[src/tbm_pkg.sv]
/*
 * Constants, command codes and carrier types of the block move and
 * block initialization engine.
 * Assumes one clock domain and a row store split into TCAM, action and
 * hit counter parts that share one row address.
 */
package tbm_pkg;

  localparam int ADDR_W   = 9;
  localparam int KEY_W    = 64;
  localparam int TG_W     = 2;
  localparam int ACT_W    = 32;
  localparam int CNT_W    = 32;
  localparam int OP_W     = 3;

  // default rows start right after the regular rows
  localparam logic [ADDR_W-1:0] REG_ROWS   = 9'h100;
  localparam logic [TG_W-1:0]   TG_INVALID = 2'h0;
  localparam logic [KEY_W-1:0]  KEY_CLEAR  = 64'h0;
  localparam logic [ADDR_W-1:0] ADDR_ZERO  = 9'h000;
  localparam logic [ADDR_W-1:0] ADDR_ONE   = 9'h001;

  localparam logic [OP_W-1:0] OP_TO_RAM   = 3'h0;
  localparam logic [OP_W-1:0] OP_TO_CACHE = 3'h1;
  localparam logic [OP_W-1:0] OP_MOVE_UP  = 3'h2;
  localparam logic [OP_W-1:0] OP_MOVE_DN  = 3'h3;
  localparam logic [OP_W-1:0] OP_INIT     = 3'h4;

  typedef struct packed {
    logic [KEY_W-1:0] key;
    logic [TG_W-1:0]  tg;
    logic [ACT_W-1:0] action;
    logic [CNT_W-1:0] count;
  } tbm_row_type;

  typedef struct packed {
    logic tcam;
    logic action;
    logic count;
  } tbm_part_type;

  typedef struct packed {
    logic [OP_W-1:0]   op;
    logic [ADDR_W-1:0] base;
    logic [ADDR_W-1:0] block_count;
    logic [ADDR_W-1:0] shift_distance;
    tbm_part_type      skip;
    logic              ignore_lookup_restarts;
  } tbm_cfg_type;

  localparam tbm_part_type PART_NONE = 3'h0;
  localparam tbm_part_type PART_TCAM = 3'h4;

endpackage : tbm_pkg

[src/tbm_engine.sv]
/*
 * Block move and block initialization engine of the classification
 * match engine: walks a block of rows, copies them through the shared
 * cache, invalidates vacated TCAM rows and flags dropped rows.
 * Assumes a row store with one cycle read latency, write taking effect
 * on the cycle the write strobe is seen, and a lookup hit report giving
 * the row that was hit.
 */
`timescale 1ns/10ps
module tbm_engine
  import tbm_pkg::*;
(
  input  wire logic              ref_clk_i,
  input  wire logic              sys_rst_i,
  input  wire tbm_cfg_type       cfg_i,
  input  wire logic              operation_go_i,
  input  wire tbm_row_type       cache_i,
  input  wire logic              lookup_hit_i,
  input  wire logic [ADDR_W-1:0] lookup_addr_i,
  input  wire tbm_row_type       rd_data_i,
  input  wire logic              row_dropped_clr_i,
  output logic                   operation_go_o,
  output logic                   row_dropped_flag_o,
  output logic                   rd_en_o,
  output logic                   wr_en_o,
  output logic      [ADDR_W-1:0] row_addr_o,
  output tbm_part_type           wr_part_o,
  output tbm_row_type            wr_data_o,
  output logic                   cache_wr_o,
  output tbm_row_type            cache_data_o
);

  typedef enum logic [7:0] {
    ST_IDLE  = 8'h01,
    ST_READ  = 8'h02,
    ST_WAIT  = 8'h04,
    ST_LOAD  = 8'h08,
    ST_WRITE = 8'h10,
    ST_NEXT  = 8'h20,
    ST_INV   = 8'h40,
    ST_INIT  = 8'h80
  } tbm_state_type;

  tbm_state_type     state_q, state_d;
  tbm_cfg_type       cfg_q, cfg_d;
  logic [ADDR_W-1:0] idx_q, idx_d;
  logic              busy_q, busy_d;
  logic              drop_q, drop_d;
  logic              rd_q, rd_d;
  logic              wr_q, wr_d;
  logic [ADDR_W-1:0] addr_q, addr_d;
  tbm_part_type      part_q, part_d;
  tbm_row_type       wdat_q, wdat_d;
  logic              cwr_q, cwr_d;
  tbm_row_type       cache_q, cache_d;

  logic [ADDR_W-1:0] src_row;
  logic [ADDR_W-1:0] dst_row;
  logic              dst_neg;
  logic              covered;
  logic              is_up;
  logic              is_down;
  logic              last_row;
  logic              restart;
  logic              drop_set;
  tbm_part_type      parts_on;
  logic [ADDR_W-1:0] idx_step;
  logic [ADDR_W-1:0] idx_start;
  logic [ADDR_W-1:0] last_idx;
  tbm_row_type       inv_row;
  logic [ADDR_W-1:0] shift_sel;
  logic              block_end;
  logic              go_take;
  logic              go_move;
  logic              go_init;

  tbm_row_addr u_row_addr (
    .base_i        (cfg_q.base),
    .idx_i         (idx_q),
    .shift_i       (shift_sel),
    .count_i       (cfg_q.block_count),
    .up_i          (is_up),
    .src_o         (src_row),
    .dst_o         (dst_row),
    .dst_neg_o     (dst_neg),
    .src_covered_o (covered)
  );

  function automatic logic is_move(input logic [OP_W-1:0] op);
    is_move = (op == OP_MOVE_UP) || (op == OP_MOVE_DN);
  endfunction : is_move

  // end of a walk: index has reached its stop value
  function automatic logic at_block_end(input logic [ADDR_W-1:0] idx,
                                        input logic [ADDR_W-1:0] stop);
    at_block_end = idx == stop;
  endfunction : at_block_end

  // init writes rows in place, so no shift
  assign shift_sel = (cfg_q.op == OP_INIT) ? ADDR_ZERO : cfg_q.shift_distance;
  assign block_end = at_block_end(idx_q, cfg_q.block_count);
  // go seen while busy is dropped silently
  assign go_take   = operation_go_i && (state_q == ST_IDLE);
  assign go_move   = is_move(cfg_i.op);
  assign go_init   = cfg_i.op == OP_INIT;
  assign is_up     = cfg_q.op == OP_MOVE_UP;
  assign is_down   = cfg_q.op == OP_MOVE_DN;
  assign parts_on  = ~cfg_q.skip;
  // down walks from the top of the block so no row is overwritten early
  assign idx_start = (cfg_i.op == OP_MOVE_DN) ? cfg_i.block_count : ADDR_ZERO;
  assign last_idx  = is_down ? ADDR_ZERO : cfg_q.block_count;
  assign last_row  = at_block_end(idx_q, last_idx);
  assign idx_step  = is_down ? idx_q - ADDR_ONE : idx_q + ADDR_ONE;
  // a hit on the row in flight would be lost from the copied counter
  assign restart   = lookup_hit_i && (lookup_addr_i == src_row)
                     && !cfg_q.ignore_lookup_restarts;
  assign drop_set  = (state_q == ST_WRITE) && !restart && dst_neg;

  always_comb begin
    inv_row        = cache_q;
    inv_row.key    = KEY_CLEAR;
    inv_row.tg     = TG_INVALID;
  end

  always_comb begin
    state_d = state_q;
    cfg_d   = cfg_q;
    idx_d   = idx_q;
    busy_d  = busy_q;
    rd_d    = 1'b0;
    wr_d    = 1'b0;
    addr_d  = addr_q;
    part_d  = PART_NONE;
    wdat_d  = wdat_q;
    cwr_d   = 1'b0;
    cache_d = cache_q;
    unique case (state_q)
      ST_IDLE: begin
        if (go_take) begin
          cfg_d  = cfg_i;
          idx_d  = idx_start;
          busy_d = 1'b1;
          if (go_move) begin
            state_d = ST_READ;
          end else if (go_init) begin
            state_d = ST_INIT;
          end else begin
            // single-entry copies are handled elsewhere
            busy_d = 1'b0;
          end
        end
      end
      ST_READ: begin
        rd_d    = 1'b1;
        addr_d  = src_row;
        state_d = ST_WAIT;
      end
      ST_WAIT: begin
        state_d = restart ? ST_READ : ST_LOAD;
      end
      ST_LOAD: begin
        cache_d = rd_data_i;
        cwr_d   = 1'b1;
        state_d = restart ? ST_READ : ST_WRITE;
      end
      ST_WRITE: begin
        if (restart) begin
          state_d = ST_READ;
        end else begin
          // rows pushed below zero are simply not written
          wr_d    = !dst_neg;
          addr_d  = dst_row;
          part_d  = dst_neg ? PART_NONE : parts_on;
          wdat_d  = cache_q;
          state_d = ST_NEXT;
        end
      end
      ST_NEXT: begin
        if (!last_row) begin
          idx_d   = idx_step;
          state_d = ST_READ;
        end else if (cfg_q.skip.tcam) begin
          busy_d  = 1'b0;
          state_d = ST_IDLE;
        end else begin
          idx_d   = ADDR_ZERO;
          state_d = ST_INV;
        end
      end
      ST_INV: begin
        // vacated rows only; rows now holding moved data are kept
        wr_d   = !covered;
        addr_d = src_row;
        part_d = covered ? PART_NONE : PART_TCAM;
        wdat_d = inv_row;
        idx_d  = idx_q + ADDR_ONE;
        if (block_end) begin
          busy_d  = 1'b0;
          state_d = ST_IDLE;
        end
      end
      ST_INIT: begin
        // address range runs into default rows when asked
        wr_d   = 1'b1;
        addr_d = src_row;
        part_d = parts_on;
        wdat_d = cache_i;
        idx_d  = idx_q + ADDR_ONE;
        if (block_end) begin
          busy_d  = 1'b0;
          state_d = ST_IDLE;
        end
      end
      default: begin
        busy_d  = 1'b0;
        state_d = ST_IDLE;
      end
    endcase
  end

  // set wins over a clear in the same cycle
  assign drop_d = drop_set || (drop_q && !row_dropped_clr_i);

  always_ff @(posedge ref_clk_i) begin
    if (sys_rst_i) begin
      state_q <= ST_IDLE;
      busy_q  <= 1'b0;
      drop_q  <= 1'b0;
    end else begin
      state_q <= state_d;
      busy_q  <= busy_d;
      drop_q  <= drop_d;
    end
  end

  // read and cache-write strobes last one cycle; the row write strobe stays on across init walks but drops for covered rows in invalidate walks
  always_ff @(posedge ref_clk_i) begin
    if (sys_rst_i) begin
      rd_q    <= 1'b0;
      wr_q    <= 1'b0;
      cwr_q   <= 1'b0;
      part_q  <= PART_NONE;
    end else begin
      rd_q    <= rd_d;
      wr_q    <= wr_d;
      cwr_q   <= cwr_d;
      part_q  <= part_d;
    end
  end

  always_ff @(posedge ref_clk_i) begin
    if (sys_rst_i) begin
      cfg_q   <= '0;
      idx_q   <= ADDR_ZERO;
      addr_q  <= ADDR_ZERO;
      wdat_q  <= '0;
      cache_q <= '0;
    end else begin
      cfg_q   <= cfg_d;
      idx_q   <= idx_d;
      addr_q  <= addr_d;
      wdat_q  <= wdat_d;
      cache_q <= cache_d;
    end
  end

  assign operation_go_o     = busy_q;
  assign row_dropped_flag_o = drop_q;
  assign rd_en_o            = rd_q;
  assign wr_en_o            = wr_q;
  assign row_addr_o         = addr_q;
  assign wr_part_o          = part_q;
  assign wr_data_o          = wdat_q;
  assign cache_wr_o         = cwr_q;
  assign cache_data_o       = cache_q;

endmodule : tbm_engine

[src/tbm_row_addr.sv]
/*
 * Row address arithmetic: source and destination of one row of a block,
 * whether the destination falls below row zero, and whether the source
 * row lies inside the destination range of the whole block.
 * Purely combinational; the caller registers the results it drives out.
 */
`timescale 1ns/10ps
module tbm_row_addr
  import tbm_pkg::*;
(
  input  wire logic [ADDR_W-1:0] base_i,
  input  wire logic [ADDR_W-1:0] idx_i,
  input  wire logic [ADDR_W-1:0] shift_i,
  input  wire logic [ADDR_W-1:0] count_i,
  input  wire logic              up_i,
  output logic      [ADDR_W-1:0] src_o,
  output logic      [ADDR_W-1:0] dst_o,
  output logic                   dst_neg_o,
  output logic                   src_covered_o
);

  logic signed [ADDR_W+1:0] base_s;
  logic signed [ADDR_W+1:0] src_s;
  logic signed [ADDR_W+1:0] shift_s;
  logic signed [ADDR_W+1:0] dst_s;
  logic signed [ADDR_W+1:0] lo_s;
  logic signed [ADDR_W+1:0] hi_s;

  assign base_s  = signed'({2'h0, base_i});
  assign shift_s = signed'({2'h0, shift_i});
  assign src_s   = base_s + signed'({2'h0, idx_i});
  // move-up lowers the address, move-down raises it
  assign dst_s   = up_i ? src_s - shift_s : src_s + shift_s;
  assign lo_s    = up_i ? base_s - shift_s : base_s + shift_s;
  assign hi_s    = lo_s + signed'({2'h0, count_i});

  assign src_o         = src_s[ADDR_W-1:0];
  assign dst_o         = dst_s[ADDR_W-1:0];
  assign dst_neg_o     = dst_s < 0;
  assign src_covered_o = (src_s >= lo_s) && (src_s <= hi_s);

endmodule : tbm_row_addr
[config.mk]
export PLATFORM = sky130hd
export DESIGN_NAME = tbm_engine
export DESIGN_NICKNAME = d
export VERILOG_FILES = /design/src/tbm_pkg.sv /design/src/tbm_engine.sv /design/src/tbm_row_addr.sv
export SDC_FILE = /design/constraint.sdc
export NUM_CORES = 1
export LEC_CHECK = 0
export BUFFER_PORTS_ARGS = -buffer_cell sky130_fd_sc_hd__buf_2
export CAP_MARGIN = 0
export CORE_AREA = 8 8 220 222
export CTS_BUF_LIST = sky130_fd_sc_hd__clkbuf_2
export DETAILED_ROUTE_END_ITERATION = 6
export DIE_AREA = 0 0 228 230
export GPL_TIMING_DRIVEN = 0
export SYNTH_ARGS = -nofsm -noshare
export SYNTH_HDL_FRONTEND = slang
export SYNTH_SLANG_ARGS = --single-unit
[constraint.sdc]
create_clock -name ref_clk_i -period 12.3 [get_ports ref_clk_i]
set_input_delay 1.23 -clock ref_clk_i [delete_from_list [all_inputs] [get_ports ref_clk_i]]
set_output_delay 1.23 -clock ref_clk_i [all_outputs]
set_load 0.01 [all_outputs]
==> results of run 1 <==
-- cell usage after synthesis, types with 6 or more instances --
library cell,instances
nand2b_1,11
buf_2,21
inv_1,45
nor4_1,6
a211oi_1,26
xor2_1,17
o22ai_1,6
or3_1,7
o21ai_0,49
nor2b_1,20
nand2_1,379
clkbuf_1,111
and2_1,8
a22oi_1,67
buf_4,10
ha_1,71
nor3b_1,8
a21o_1,7
a21oi_1,211
o21bai_1,6
o31ai_1,8
a211oi_2,120
xnor2_1,39
nand3_1,19
o21a_1,6
nor3_1,31
nor2_1,194
nand3b_1,6
mux2i_1,70
dfxtp_1,328
-- worst paths after layout --
path / from / endpoint / slack (ns) / cells past startpoint
worst max-delay path: cfg_q[31] / wr_part_o[2] / 6.93 / 22
worst min-delay path: rd_data_i[107] / cache_data_o[107] / 0.38 / 3
worst max register to register: cfg_q[31] / wr_part_o[2] / 6.93 / 22
worst min register to register: cfg_q[1] / wr_part_o[0] / 0.43 / 1
-- through the flow --
| step | util (%) | worst slack, ns | instances | hold WS [ns] | area (sq um) |
|---|---|---|---|---|---|
| 3_3_place_gp | 45.5 | 7.10 | 3171 | 0.401 | 20400 |
| 6_report | 47.5 | 6.93 | 3360 | 0.385 | 21300 |
| 3_5_place_dp | 45.5 | 7.09 | 3171 | 0.419 | 20400 |
| 5_1_grt | 47.4 | 6.30 | 3351 | 0.245 | 21300 |
| 2_1_floorplan | - | 7.95 | 1988 | 0.392 | 16800 |
| 4_1_cts | 47.3 | 7.08 | 3334 | 0.237 | 21200 |
-- metal layers --
| metal | global-route usage, % | wire [um] |
|---|---|---|
| met1 | 33.2 | 30600 |
| met2 | 47.8 | 37900 |
| met3 | 7.44 | 6430 |
| met4 | 12.2 | 3090 |
| met5 | 0 | 106 |
-- power breakdown --
group / internal (mW) / total, mW / switching [mW]
clock: 0.299 / 0.798 / 0.499
sequential: 1.09 / 1.12 / 0.0331
combinational: 0.243 / 0.613 / 0.370
total: 1.63 / 2.53 / 0.902
-- cell families after synthesis --
family / share of synthesized area, %
and+or+nand+nor: 18.0
adders and majority gates: 5.89
buffers and inverters: 4.63
xor gates and xnor gates: 3.06
AOI/OAI and AO/OA: 25.1
DFF: 39.2
muxes: 4.18
-- state kept, by name, indices dropped and copies added, names as in the netlist --
| name | cells |
|---|---|
| cache_data_o | 130 |
| wr_data_o | 130 |
| cfg_q | 34 |
| idx_q | 9 |
| row_addr_o | 9 |
| state_q | 8 |
| wr_part_o | 3 |
| cache_wr_o | 1 |
| operation_go_o | 1 |
| rd_en_o | 1 |
| row_dropped_flag_o | 1 |
| wr_en_o | 1 |
-- tightest hold or removal path, delay by kind of cell --
kind / cells / cell delay, ns
buffers and inverters: 1 / 0.10
AND/OR/NAND/NOR: 1 / 0.05
AO/OA/AOI/OAI: 1 / 0.05
-- layout by cell type, fill, tap and decap left out, types with 6 or more instances in the layout --
cell type,n
o21a_1,6
clkbuf_2,138
xnor2_1,39
mux2i_1,70
clkinv_1,19
o22ai_1,6
nor4_1,6
nor3_1,31
nand3b_1,6
or3_1,7
a22oi_1,67
a21o_1,7
diode_2,26
o21ai_0,49
buf_2,604
o21bai_1,6
nor2b_1,20
inv_1,45
nand3_1,19
dfxtp_1,328
buf_4,10
xor2_1,17
nand2_1,379
nor3b_1,8
o31ai_1,8
a21oi_1,211
nand2b_1,11
ha_1,71
clkbuf_1,111
and2_1,8
nor2_1,194
a211oi_1,26
a211oi_2,120
-- area by class of cell --
type | instances | area (sq um)
repair buffers | 583 | 2920
well taps | 600 | 751
flip-flops and latches | 328 | 6570
plain buffers | 143 | 608
clock buffers | 138 | 691
multi-input cells | 1472 | 9430
clock inverters | 25 | 109
inverters | 45 | 169
diodes | 26 | 65.1
fillers | 4617 | 23600
==> results_dict.tcl, run 1 <==
set metrics [dict create \
    status "completed" \
    place_congestion 0.956 \
    antenna_found_initial 36 \
    synth.top_cell.area_share_pct 39.2 \
    hold_violations 0 \
    crit_slowest_cell "fa_1" \
    fin_crit_ns 5.37 \
    die_w_um 228 \
    ys_seq_elements 328 \
    clock_sinks 328 \
    tightest_slew_ns 1.11 \
    netlist_area_sq_um 16800 \
    clock_path_buffers 3 \
    power_mw 2.53 \
    post_cts_buffers 0 \
    hold_path.class "input pin to flip-flop" \
    gr-total-overflow 0 \
    skew_ns 0.0734 \
    fin_nets 3051 \
    vias 18100 \
    finalCritPeriodShare_pct 43.6 \
    cts_root_buf "clkbuf_2" \
    cts_resized 0 \
    required_ns 13.27 \
    synth_nets 2372 \
    slew_headroom_pct 25.8 \
    grt_util_all_layers_pct 28.1 \
    synth_cell_types 67 \
    area.growth.synth_to_final_pct 27.1 \
    crit_type "flip-flop to flip-flop" \
    cts.clk_slew.worst_paths_ns 0.11 \
    setup_tns_ns 0 \
    cellPowerDensity_nw_per_um2 119 \
    cts_hold_buf 0 \
    max_stage_delay_ns 0.50 \
    cp_cell_sequence "nor2_1, nand2_1, clkbuf_1, nand2_1, fa_1, xnor2_1, o21ai_0, ha_1, nor2b_1, o21ai_0, a21boi_0, nor4_1, nor3_1, a21oi_1, xor2_1, ha_1, nand3_1, nor3_1, a2111oi_0, nand2_1, o211a_1, o21ai_0" \
    drive_gt1_share_pct 32.6 \
    cp_num_buf_inv 1 \
    maxCapViolCount 0 \
    first_iter_violations 1264 \
    synth-edff-count 0 \
    crit_path_end_kind "flip-flop" \
    rsz0062_at_grt "false" \
    die_h_um 230 \
    fp-row-count 78 \
    dieArea_sq_um 52400 \
    drv_slew 0 \
    setup_violations 0 \
    io_pins 585 \
    fmax_ghz 0.186 \
    coreArea_sq_um 44900 \
    async_flop_share_pct 0 \
    final_antenna_net_count 0 \
    start_util_pct 37.4 \
    wl_per_cell_um 23.2 \
    avgViaCountPerCell 5.38 \
    drc 0 \
    firstDrtPassIters 5 \
    yosys-top-cells-area "dfxtp_1, a211oi_2, nand2_1, a21oi_1, ha_1" \
    cts_made_buffers 94 \
    crit_fanout 10 \
    synth_ff_type "dfxtp_1" \
    synth.yosys.seq_area_share_pct 39.2 \
    syn_inst 1988 \
    clk_latency_ns 1.08 \
    grt_max_degree 14 \
    yosysTopAreaCell "dfxtp_1" \
    avgSynthCellArea_sq_um 8.44 \
    dp_hpwl_um 62300 \
    yosys_warnings 0 \
    htree_levels 3 \
    grt_pass1_vias 17800 \
    start_kind "flip-flop" \
    arrival_ns 6.33 \
    cp_top_family "compound AO/OA/AOI/OAI gates" \
    peakVddDrop_uv 75.7 \
    io_buffer_count 583 \
    grt_pass1_wl_um 113000 \
    totalWireLength_um 78100 \
    power_leakage_nw 8.90 \
    tritoncts "yes" \
]
Note: power is estimated with default switching activity, not from simulation.
==> inputs of run 2 (changes only) <==
==> constraint.sdc (replaced) <==
create_clock -name ref_clk_i -period 5.4 [get_ports ref_clk_i]
set_input_delay 0.54 -clock ref_clk_i [delete_from_list [all_inputs] [get_ports ref_clk_i]]
set_output_delay 0.54 -clock ref_clk_i [all_outputs]
set_load 0.01 [all_outputs]
==> results_dict.tcl, run 2 (same netlist as run 1, synthesis figures left out) <==
set metrics [dict create \
    status "completed" \
    cellPowerDensity_nw_per_um2 247 \
    r2r-start "cfg_q[31]" \
    grt_busiest_layer "met2" \
    gr-usage-met3_pct 7.40 \
    slew_headroom_pct 27.8 \
    totalWireLength_um 82100 \
    r2r_cells 25 \
    power.internal_mw 3.87 \
    holdCritStartpoint "rd_data_i[118]" \
    maxCapViolCount 0 \
    dpl.cell_count 3171 \
    fin_crit_ns 4.96 \
    fin_cells 3645 \
    pwr-share-seq_pct 42.7 \
    met2_usage_pct 50.7 \
    post_cts_buffers 0 \
    peakVddDrop_uv 183 \
    grt_pass1_vias 19600 \
    p_comb_share_pct 26.7 \
    tightest_slew_ns 1.08 \
    p_sw_share_pct 35.5 \
    arrival_ns 5.94 \
    grt_max_degree 14 \
    clock_sinks 328 \
    crit_fanout 6 \
    timing.rr.end "wr_part_o[2]" \
    cts.clk_slew.worst_paths_ns 0.10 \
    antenna_found_initial 13 \
    clock_path_buffers 3 \
    max_stage_delay_ns 0.42 \
    skew_ns 0.0715 \
    finalCritPeriodShare_pct 91.8 \
    drc 0 \
    fmax_ghz 0.202 \
    grt_util_all_layers_pct 29.6 \
    tritoncts "yes" \
    die_w_um 228 \
    crit_slowest_cell "fa_1" \
    p_clk_share_pct 30.6 \
    dp_hpwl_um 62300 \
    cts_made_buffers 94 \
    reg2reg_slack_ns 0.44 \
    grt_pass1_wl_um 120000 \
    power_mw 5.99 \
    dieArea_sq_um 52400 \
    io_buffer_count 583 \
    area.growth.synth_to_final_pct 44.9 \
    hold_violations 0 \
    place_congestion 0.956 \
    crit_path_end_kind "flip-flop" \
    hold_path.class "input pin to flip-flop" \
    fin_nets 3348 \
    final_antenna_net_count 0 \
    grt_util_met1_pct 34.1 \
    hold-path-cell-count 4 \
    worst_hold_path.endpoint "cache_data_o[118]" \
    fp-row-count 78 \
    cts_root_buf "clkbuf_2" \
    required_ns 6.38 \
    p_switching_mw 2.13 \
    gr-total-overflow 0 \
    die_h_um 230 \
    avgViaCountPerCell 5.37 \
    io_pins 585 \
    htree_levels 3 \
    vias 19600 \
    layout.cells.most_common_list "buf_2, nand2_1, dfxtp_1, dlygate4sd3_1, a21oi_1" \
    firstDrtPassIters 6 \
    power_leakage_nw 10.2 \
    clk_latency_ns 1.11 \
    final_common_cell "buf_2" \
    crit_type "flip-flop to flip-flop" \
    coreArea_sq_um 44900 \
    start_kind "flip-flop" \
    wl_per_cell_um 22.5 \
    drive_gt1_share_pct 29.7 \
    start_util_pct 37.4 \
    setup_violations 0 \
    first_iter_violations 1480 \
    drv_slew 0 \
]
[run 2: power groups by stage]
stage,sequential [mW],combinational (mW),clock (mW)
global route,2.57,1.74,2.01
finish,2.56,1.60,1.83
floorplan,2.60,0.892,0
CTS,2.56,1.57,1.87
global placement,2.61,1.36,0
detailed placement,2.61,1.38,0
[run 2: how the worst max path moves through the flow]
stage,from,endpoint,slack (ns),cells after the start
finish,cfg_q[31],wr_part_o[2],0.44,25
global route,cfg_q[31],wr_part_o[2],-0.02,25
CTS,cfg_q[31],wr_part_o[2],0.18,24
detailed placement,cfg_q[31],wr_part_o[2],0.19,24
global placement,cfg_q[31],wr_part_o[2],0.20,23
floorplan,cfg_q[31],wr_part_o[2],1.05,24
[run 2: critical path: cells and delay by family (launching register included)]
family                   cells  cell delay (ns)
AO/OA/AOI/OAI                8             1.51
adder cells (fa/ha/maj)      4             1.18
buffers and inverters        1             0.06
flip-flops                   1             0.39
AND/OR/NAND/NOR             10             1.45
XOR/XNOR                     2             0.29
[run 2: cell type report]
type	count	area (sq um)
Fill cell	4181	20600
Antenna cell	14	35.0
Clock inverter	25	109
Tap cell	600	751
Timing Repair Buffer	880	5890
Multi-Input combinational cell	1472	9470
Inverter	45	169
Sequential cell	328	6570
Clock buffer	138	691
Buffer	143	611
[run 2: layer usage]
layer  wire length (um)  vias to the layer above
met5                 36                        -
met3               6380                      241
met4               4270                        6
met1              31900                     9240
met2              39500                     1058
li1                   -                     9016
[run 2: metrics by stage]
step	hold WS (ns)	setup WS [ns]	TNS (ns)	util, %	cell area (sq um)
after floorplan	0.392	1.05	0	-	16800
after global placement	0.401	0.196	0	45.5	20400
after detailed placement	0.419	0.188	0	45.5	20400
after CTS	0.0810	0.176	0	53.9	24200
after global routing	0.115	-0.0183	-0.0183	54.1	24300
final	0.226	0.441	0	54.1	24300
[run 2: what timing repair did]
action | in CTS | in global routing
hold buffers | 297 | 0
setup endpoints to repair | 0 | 2
endpoints found under the hold margin | 307 | 0
gates resized for setup | 0 | 16
